===== config.mk =====
export PLATFORM = sky130hd
export DESIGN_NAME = chan_trim_bank
export DESIGN_NICKNAME = d
export VERILOG_FILES = /design/src/chan_trim_pkg.sv /design/src/phase_delay.sv /design/src/chan_trim_bank.sv
export VERILOG_INCLUDE_DIRS = /design/src
export SDC_FILE = /design/constraint.sdc
export NUM_CORES = 1
export LEC_CHECK = 0
export ABC_AREA = 1
export BUFFER_PORTS_ARGS = -buffer_cell sky130_fd_sc_hd__buf_2
export CORE_MARGIN = 2
export CORE_UTILIZATION = 50
export DETAILED_ROUTE_END_ITERATION = 10
export GPL_TIMING_DRIVEN = 0
export PLACE_DENSITY = 0.71
export SYNTH_ARGS = -nofsm -noshare
export SYNTH_HDL_FRONTEND = slang
export SYNTH_HIERARCHICAL = 1
export SYNTH_SLANG_ARGS = --single-unit

===== constraint.sdc =====
create_clock -name sys_clk_in -period 2.35 [get_ports sys_clk_in]
set_clock_uncertainty 0.05 [all_clocks]
set_input_delay 0.3525 -clock sys_clk_in [delete_from_list [all_inputs] [get_ports sys_clk_in]]
set_output_delay 0.3525 -clock sys_clk_in [all_outputs]
set_load 0.05 [all_outputs]

===== src/chan_trim_regs.svh =====
// Offsets, fields, reset values and codes of the channel trim bank.
`ifndef CHAN_TRIM_REGS_SVH
`define CHAN_TRIM_REGS_SVH

// ----------------------------------------------------------------------
// Offsets on page zero
// ----------------------------------------------------------------------
`define CT_PAGE_ZERO 8'h00
`define CT_OFS_CH4_ANALOG_GAIN 8'h4C
`define CT_OFS_CH4_VOLUME 8'h4D
`define CT_OFS_CH4_ANALOG_GAIN_CODE_TRIM 8'h4E
`define CT_OFS_CH4_PHASE_TRIM 8'h4F
`define CT_OFS_CH5_VOLUME 8'h52
`define CT_OFS_CH5_GAIN_TRIM 8'h53

// ----------------------------------------------------------------------
// Reset values and field masks
// ----------------------------------------------------------------------
`define CT_RST_ANALOG_GAIN 8'h00
`define CT_RST_VOLUME 8'hC9
`define CT_RST_GAIN_TRIM 8'h80
`define CT_RST_PHASE_TRIM 8'h00
`define CT_MASK_ANALOG_GAIN 8'hFC
`define CT_MASK_GAIN_TRIM 8'hF0
`define CT_GAIN_LSB 2
`define CT_TRIM_LSB 4

// ----------------------------------------------------------------------
// Codes
// ----------------------------------------------------------------------
`define CT_GAIN_MAX_CODE 6'h2A
`define CT_VOL_MUTE_CODE 8'h00
`define CT_VOL_UNITY_CODE 8'hC9
`define CT_TRIM_ZERO_CODE 4'h8
// Volume in half decibels relative to unity: code minus 201.
`define CT_VOL_UNITY_HALF_DB 9'h0C9

`endif


===== src/chan_trim_pkg.sv =====
// Types shared by the channel trim bank.
`default_nettype none
package chan_trim_pkg;

    // Source feeding channel 5.
    typedef enum logic [1:0] {
        SRC_ANALOG = 2'h1,
        SRC_DIGITAL_MIC = 2'h2
    } ch5_src_e;

    // State of the phase delay line per sample.
    typedef enum logic [1:0] {
        DLY_IDLE = 2'h1,
        DLY_COUNT = 2'h2
    } dly_state_e;

endpackage : chan_trim_pkg
`default_nettype wire


===== src/phase_delay.sv =====
// Phase delay timer counting modulator clock ticks before releasing a sample.
`timescale 1ns/100ps
`default_nettype none
`include "chan_trim_regs.svh"
module phase_delay (
    input wire logic sys_clk_in,
    input wire logic rst_in,
    input wire logic mod_tick_in,
    input wire logic start_in,
    input wire logic [7:0] delay_in,
    output logic fire_out
);

    chan_trim_pkg::dly_state_e state_r;
    chan_trim_pkg::dly_state_e state_nxt;
    logic [7:0] count_r;
    logic [7:0] count_nxt;
    logic fire_r;
    logic fire_nxt;

    // Count down one per modulator tick; code zero fires at once.
    always_comb begin
        state_nxt = state_r;
        count_nxt = count_r;
        fire_nxt = 1'b0;
        case (state_r)
            chan_trim_pkg::DLY_IDLE: begin
                if (start_in) begin
                    if (delay_in == 8'h00) begin
                        fire_nxt = 1'b1;
                    end else begin
                        count_nxt = delay_in;
                        state_nxt = chan_trim_pkg::DLY_COUNT;
                    end
                end
            end
            chan_trim_pkg::DLY_COUNT: begin
                if (mod_tick_in) begin
                    count_nxt = count_r - 8'h01;
                    if (count_r == 8'h01) begin
                        fire_nxt = 1'b1;
                        state_nxt = chan_trim_pkg::DLY_IDLE;
                    end
                end
            end
            default: begin
                state_nxt = chan_trim_pkg::DLY_IDLE;
            end
        endcase
    end

    // Register the timer state.
    always_ff @(posedge sys_clk_in) begin
        if (rst_in) begin
            state_r <= chan_trim_pkg::DLY_IDLE;
            count_r <= 8'h00;
            fire_r <= 1'b0;
        end else begin
            state_r <= state_nxt;
            count_r <= count_nxt;
            fire_r <= fire_nxt;
        end
    end

    assign fire_out = fire_r;

endmodule : phase_delay
`default_nettype wire


===== src/chan_trim_bank.sv =====
// Channel 4 and channel 5 gain, volume and calibration register bank.
`timescale 1ns/100ps
`default_nettype none
`include "chan_trim_regs.svh"
module chan_trim_bank (
    input wire logic sys_clk_in,
    input wire logic rst_in,
    input wire logic [7:0] page_in,
    input wire logic [7:0] addr_in,
    input wire logic wr_en_in,
    input wire logic [7:0] wr_data_in,
    input wire logic rd_en_in,
    input wire logic ch5_digital_mic_in,
    input wire logic mod_tick_in,
    input wire logic ch4_sample_in,
    output logic [7:0] rd_data_out,
    output logic [5:0] ch4_analog_gain_code_out,
    output logic ch4_mute_out,
    output logic signed [8:0] ch4_volume_half_db_out,
    output logic signed [4:0] ch4_analog_gain_code_trim_tenth_db_out,
    output logic [7:0] ch4_phase_trim_code_out,
    output logic ch4_sample_delayed_out,
    output logic ch5_mute_out,
    output logic signed [8:0] ch5_volume_half_db_out,
    output logic signed [4:0] ch5_gain_trim_tenth_db_out
);

    // ------------------------------------------------------------------
    // Helper functions
    // ------------------------------------------------------------------

    // Volume code to half decibels relative to unity.
    function automatic logic signed [8:0] vol_half_db(input logic [7:0] c);
        vol_half_db = $signed({1'b0, c}) - $signed(`CT_VOL_UNITY_HALF_DB);
    endfunction : vol_half_db

    // Gain trim code to tenths of a decibel relative to zero.
    function automatic logic signed [4:0] trim_tenth_db(input logic [3:0] c);
        trim_tenth_db = $signed({1'b0, c})
            - $signed({1'b0, `CT_TRIM_ZERO_CODE});
    endfunction : trim_tenth_db

    // ------------------------------------------------------------------
    // Register storage
    // ------------------------------------------------------------------
    logic [7:0] ch4_analog_gain_r, ch4_analog_gain_nxt;
    logic [7:0] ch4_volume_r, ch4_volume_nxt;
    logic [7:0] ch4_analog_gain_code_trim_r, ch4_analog_gain_code_trim_nxt;
    logic [7:0] ch4_phase_trim_r, ch4_phase_trim_nxt;
    logic [7:0] ch5_volume_r, ch5_volume_nxt;
    logic [7:0] ch5_gain_trim_r, ch5_gain_trim_nxt;
    logic [7:0] rd_data_r, rd_data_nxt;
    logic page_hit;

    assign page_hit = (page_in == `CT_PAGE_ZERO);

    // Write decode; reserved bits are masked off on the way in.
    always_comb begin
        ch4_analog_gain_nxt = ch4_analog_gain_r;
        ch4_volume_nxt = ch4_volume_r;
        ch4_analog_gain_code_trim_nxt = ch4_analog_gain_code_trim_r;
        ch4_phase_trim_nxt = ch4_phase_trim_r;
        ch5_volume_nxt = ch5_volume_r;
        ch5_gain_trim_nxt = ch5_gain_trim_r;
        if (wr_en_in && page_hit) begin
            case (addr_in)
                `CT_OFS_CH4_ANALOG_GAIN: begin
                    ch4_analog_gain_nxt =
                        wr_data_in & `CT_MASK_ANALOG_GAIN;
                end
                `CT_OFS_CH4_VOLUME: begin
                    ch4_volume_nxt = wr_data_in;
                end
                `CT_OFS_CH4_ANALOG_GAIN_CODE_TRIM: begin
                    ch4_analog_gain_code_trim_nxt = wr_data_in & `CT_MASK_GAIN_TRIM;
                end
                `CT_OFS_CH4_PHASE_TRIM: begin
                    ch4_phase_trim_nxt = wr_data_in;
                end
                `CT_OFS_CH5_VOLUME: begin
                    ch5_volume_nxt = wr_data_in;
                end
                `CT_OFS_CH5_GAIN_TRIM: begin
                    ch5_gain_trim_nxt = wr_data_in & `CT_MASK_GAIN_TRIM;
                end
                default: begin
                    ch4_volume_nxt = ch4_volume_r;
                end
            endcase
        end
    end

    // Read mux; unknown offsets read zero.
    always_comb begin
        rd_data_nxt = rd_data_r;
        if (rd_en_in) begin
            rd_data_nxt = 8'h00;
            if (page_hit) begin
                case (addr_in)
                    `CT_OFS_CH4_ANALOG_GAIN: rd_data_nxt = ch4_analog_gain_r;
                    `CT_OFS_CH4_VOLUME: rd_data_nxt = ch4_volume_r;
                    `CT_OFS_CH4_ANALOG_GAIN_CODE_TRIM: rd_data_nxt = ch4_analog_gain_code_trim_r;
                    `CT_OFS_CH4_PHASE_TRIM: rd_data_nxt = ch4_phase_trim_r;
                    `CT_OFS_CH5_VOLUME: rd_data_nxt = ch5_volume_r;
                    `CT_OFS_CH5_GAIN_TRIM: rd_data_nxt = ch5_gain_trim_r;
                    default: rd_data_nxt = 8'h00;
                endcase
            end
        end
    end

    // Register the bank with its reset values.
    always_ff @(posedge sys_clk_in) begin
        if (rst_in) begin
            ch4_analog_gain_r <= `CT_RST_ANALOG_GAIN;
            ch4_volume_r <= `CT_RST_VOLUME;
            ch4_analog_gain_code_trim_r <= `CT_RST_GAIN_TRIM;
            ch4_phase_trim_r <= `CT_RST_PHASE_TRIM;
            ch5_volume_r <= `CT_RST_VOLUME;
            ch5_gain_trim_r <= `CT_RST_GAIN_TRIM;
            rd_data_r <= 8'h00;
        end else begin
            ch4_analog_gain_r <= ch4_analog_gain_nxt;
            ch4_volume_r <= ch4_volume_nxt;
            ch4_analog_gain_code_trim_r <= ch4_analog_gain_code_trim_nxt;
            ch4_phase_trim_r <= ch4_phase_trim_nxt;
            ch5_volume_r <= ch5_volume_nxt;
            ch5_gain_trim_r <= ch5_gain_trim_nxt;
            rd_data_r <= rd_data_nxt;
        end
    end

    // ------------------------------------------------------------------
    // Decoded settings toward the signal path
    // ------------------------------------------------------------------
    logic [5:0] gain_code_r, gain_code_nxt;
    logic ch4_mute_r, ch4_mute_nxt;
    logic signed [8:0] ch4_vol_r, ch4_vol_nxt;
    logic signed [4:0] ch4_trim_r, ch4_trim_nxt;
    logic ch5_mute_r, ch5_mute_nxt;
    logic signed [8:0] ch5_vol_r, ch5_vol_nxt;
    logic signed [4:0] ch5_trim_r, ch5_trim_nxt;

    // Translate codes into gains; channel 5 volume needs a digital mic.
    always_comb begin
        gain_code_nxt = ch4_analog_gain_r[7:`CT_GAIN_LSB];
        ch4_mute_nxt = (ch4_volume_r == `CT_VOL_MUTE_CODE);
        ch4_vol_nxt = vol_half_db(ch4_volume_r);
        ch4_trim_nxt = trim_tenth_db(ch4_analog_gain_code_trim_r[7:`CT_TRIM_LSB]);
        ch5_trim_nxt = trim_tenth_db(ch5_gain_trim_r[7:`CT_TRIM_LSB]);
        if (ch5_digital_mic_in) begin
            ch5_mute_nxt = (ch5_volume_r == `CT_VOL_MUTE_CODE);
            ch5_vol_nxt = vol_half_db(ch5_volume_r);
        end else begin
            ch5_mute_nxt = 1'b0;
            ch5_vol_nxt = 9'sh000;
        end
    end

    // Register the decoded settings.
    always_ff @(posedge sys_clk_in) begin
        if (rst_in) begin
            gain_code_r <= 6'h00;
            ch4_mute_r <= 1'b0;
            ch4_vol_r <= 9'sh000;
            ch4_trim_r <= 5'sh00;
            ch5_mute_r <= 1'b0;
            ch5_vol_r <= 9'sh000;
            ch5_trim_r <= 5'sh00;
        end else begin
            gain_code_r <= gain_code_nxt;
            ch4_mute_r <= ch4_mute_nxt;
            ch4_vol_r <= ch4_vol_nxt;
            ch4_trim_r <= ch4_trim_nxt;
            ch5_mute_r <= ch5_mute_nxt;
            ch5_vol_r <= ch5_vol_nxt;
            ch5_trim_r <= ch5_trim_nxt;
        end
    end

    // Phase delay of channel 4 samples in modulator ticks.
    phase_delay u_phase_delay (
        .sys_clk_in(sys_clk_in),
        .rst_in(rst_in),
        .mod_tick_in(mod_tick_in),
        .start_in(ch4_sample_in),
        .delay_in(ch4_phase_trim_r),
        .fire_out(ch4_sample_delayed_out)
    );

    assign rd_data_out = rd_data_r;
    assign ch4_analog_gain_code_out = gain_code_r;
    assign ch4_mute_out = ch4_mute_r;
    assign ch4_volume_half_db_out = ch4_vol_r;
    assign ch4_analog_gain_code_trim_tenth_db_out = ch4_trim_r;
    assign ch4_phase_trim_code_out = ch4_phase_trim_r;
    assign ch5_mute_out = ch5_mute_r;
    assign ch5_volume_half_db_out = ch5_vol_r;
    assign ch5_gain_trim_tenth_db_out = ch5_trim_r;
endmodule : chan_trim_bank
`default_nettype wire


==> flow_metrics.py <==
metrics = {
    "grt": {
        "antenna_found_initial": 0,
        "grtUsageTotal_pct": 24.3,
        "grt_remaining_overflow": 0,
        "grt_pass1_wl_um": 16900,
        "grt_max_degree": 16,
        "grt_pass1_vias": 3494,
    },
    "finish": {
        "final_common_cell": "nand2_1",
        "final_cell_mix": "nand2_1 (97), dfxtp_1 (91), buf_2 (85)",
        "nNetsFinal": 681,
        "regArea_mm2": 0.00182,
        "area_growth_pct": 17.5,
        "diodes": 0,
        "multi_input_area_mm2": 0.00194,
        "instances_no_fill": 754,
        "drive_above_1_share_pct": 24.5,
        "fill_cells": 807,
    },
    "worst_setup_path": {
        "cp.arrival_ps": 1860,
        "critPathTopFamily": "simple AND/OR/NAND/NOR gates",
        "cp-start-kind": "flop",
        "r2r_slack_ps": 710,
        "worst_setup_path_end_kind": "flop",
        "path_buf_inv": 2,
        "required_ps": 2570,
        "reg2reg_to": "ch5_volume_half_db_out[6]$_SDFF_PP0_",
        "reg2regPathDepth": 8,
        "critPathMaxFanout": 3,
        "critPathMaxStageDelay_ps": 330,
        "crit_path_top_delay_cell": "dfxtp_1",
        "r2r-start": "ch5_volume_r[0]$_SDFFE_PP1P_",
        "crit_chain": "inv_1 > ha_1 > inv_1 > nor2_1 > o21ai_0 > or2_2 > o21ai_0 > nor2_1",
        "path_class": "flop to flop",
    },
    "place": {
        "portBuffers": 83,
        "dpl_worst_slack_ps": 664,
        "dp_hpwl_um": 7860,
        "dp_cells": 738,
        "routabilityCongestion": 0.937,
    },
    "synthesis": {
        "syn_area_per_cell_um2": 7.54,
        "ys.warnings.count": 6,
        "synthArstFlopShare_pct": 0,
        "ys_types": 34,
        "syn_inst": 550,
        "synth_edf_count": 0,
        "ys_ff_latch": 91,
        "ys_seq_area_share_pct": 43.9,
        "synth-main-ff-cell": "dfxtp_1",
        "netlist_area_mm2": 0.00415,
        "synth_nets": 587,
    },
    "routing": {
        "dr_total_vias": 3876,
        "drc": 0,
        "routed_wl_um": 10300,
        "drtIter0Drc": 232,
        "drt_pass1_iterations": 5,
        "postRouteAntennaNets": 0,
        "vias_per_cell": 5.14,
        "wl_per_cell_um": 13.7,
    },
    "timing": {
        "finalHoldViolCount": 0,
        "tightest_slew_ps": 515,
        "period_needed_ps": 1640,
        "post-route-period-util_pct": 69.9,
        "slew_viol_final": 0,
        "rsz0062_at_grt": "no",
        "final-setup-viol-count": 0,
        "finalSetupTns_ps": 0,
        "fmax_mhz": 609,
        "relSlewSlack_pct": 65.6,
        "worst_slack_ps": 708,
    },
    "clocking": {
        "cts_tree": "done",
        "numCtsBuffers": 9,
        "cts_setup_buffers": 0,
        "cts_hold_buf": 0,
        "clockBufferDepth": 2,
        "cts_resized": 0,
        "cts.sink_count": 91,
        "path_clk_slew_ps": 90,
        "htree_levels": 3,
        "cts-root-buf": "clkbuf_8",
        "clk_latency_ps": 370,
    },
    "floorplanning": {
        "dieArea_mm2": 0.00903,
        "ios": 84,
        "die_w_um": 95.1,
        "die_y_um": 95.1,
        "core_mm2": 0.00813,
        "start_util_pct": 51.0,
        "num_rows": 33,
    },
    "worst_hold_path": {
        "min_path_cells": 3,
        "hp-start": "wr_data_in[0]",
        "hold_path_class": "input port to flop",
        "hold_end": "ch4_volume_r[0]$_SDFFE_PP1P_",
    },
    "outcome": {
        "status": "finished, final reports clean",
    },
    "pwr": {
        "p_leak_nw": 2.26,
        "powerDensity_mw_per_mm2": 590,
        "total_power_mw": 2.87,
        "ir_drop_mv": 0.273,
    },
    "job": {
        "maxCapViolCount": 0,
    },
}
[where the power goes]
part / total (mW) / switching (mW) / internal, mW
registers: 1.57 / 0.0103 / 1.56
logic: 0.330 / 0.228 / 0.102
clock network: 0.977 / 0.562 / 0.415
total: 2.87 / 0.800 / 2.07
[worst max-delay path by stage]
stage | from | to | cells past startpoint
5_1_grt | ch5_volume_r[0]$_SDFFE_PP1P_ | ch5_volume_half_db_out[6]$_SDFF_PP0_ | 8
2_1_floorplan | ch4_phase_trim_code_out[5]$_SDFFE_PP0P_ | u_phase_delay/count_r[7]$_SDFFE_PP0P_ | 9
4_1_cts | ch5_volume_r[0]$_SDFFE_PP1P_ | ch5_volume_half_db_out[6]$_SDFF_PP0_ | 8
6_report | ch5_volume_r[0]$_SDFFE_PP1P_ | ch5_volume_half_db_out[6]$_SDFF_PP0_ | 8
3_5_place_dp | addr_in[0] | ch4_analog_gain_code_trim_r[4]$_SDFFE_PP0P_ | 7
3_3_place_gp | addr_in[0] | ch4_analog_gain_code_trim_r[4]$_SDFFE_PP0P_ | 7
[synthesized netlist by cell type (3+ instances only)]
library cell   n  area [um2]
nand4_2        3        37.5
inv_1         63         236
o21ai_0       37         185
clkinv_1       3        11.3
nor2_1        55         206
nand4_1        5        31.3
dfxtp_1       91        1820
nand3_1       53         265
buf_6          3        33.8
a21oi_2        5        43.8
nor2_2         6        37.5
nand2_1       97         364
buf_4          3        22.5
inv_2         10        37.5
nand4_4        3        63.8
o21ai_1       12        60.1
a21oi_1       47         235
o21ai_2        4        35.0
nor2_4         6        67.6
o211ai_1       9        67.6
ha_1           6        75.1
nand2_2        7        43.8
clkbuf_1       6        22.5
or2_2          3        18.8
[tightest hold or removal path: cells and delay by family]
kind	cells	cell delay [ps]
buffers and inverters	1	130
AO/OA/AOI/OAI	1	70
AND/OR/NAND/NOR	1	60
[kinds of logic after synthesis]
family	share of synthesized area, %
AND/OR/NAND/NOR	29.6
AO/OA/AOI/OAI	15.3
adder cells (fa/ha/maj)	1.81
buffers and inverters	9.36
flip-flops	43.9
[metrics by stage]
| step | instance area, um2 | hold slack (ps) | utilization [%] |
|---|---|---|---|
| final | 4870 | 225 | 59.9 |
| after global routing | 4870 | 234 | 59.9 |
| after CTS | 4870 | 221 | 59.9 |
| after detailed placement | 4690 | 387 | 57.7 |
| after global placement | 4690 | 389 | 57.7 |
| after floorplan | 4150 | 363 | - |
[cell type report]
cell class,instances,share of cell area (%)
multi-input combinational,366,39.7
sequential,91,37.4
clock inverter,5,0.796
buffer,16,1.98
tap,105,2.70
clock buffer,11,2.90
timing repair buffer,83,8.53
inverter,77,5.98
[registers in the layout, indices dropped and copies added, names as in the netlist]
| register | count |
|---|---|
| ch4_phase_trim_code_out | 8 |
| ch5_mute_out | 1 |
| ch5_gain_trim_tenth_db_out | 4 |
| u_phase_delay/state_r | 2 |
| ch4_analog_gain_code_out | 6 |
| ch5_gain_trim_r | 4 |
| ch4_analog_gain_code_trim_tenth_db_out | 4 |
| ch4_analog_gain_code_trim_r | 4 |
| ch4_volume_r | 8 |
| rd_data_out | 8 |
| ch4_mute_out | 1 |
| ch5_volume_half_db_out | 9 |
| u_phase_delay/count_r | 8 |
| ch5_volume_r | 8 |
| ch4_analog_gain_r | 6 |
| u_phase_delay/fire_out | 1 |
| ch4_volume_half_db_out | 9 |
[layer usage]
metal	part of all wire [%]	vias up	routed length [um]	track usage [%]
met5	0	-	0	0
met4	1.2	0	121	7.13
met3	7.1	13	732	5.38
met2	45	126	4590	38.2
met1	47	1759	4850	33.6
li1	-	1978	-	-
Note: power is estimated with default switching activity, not from simulation.
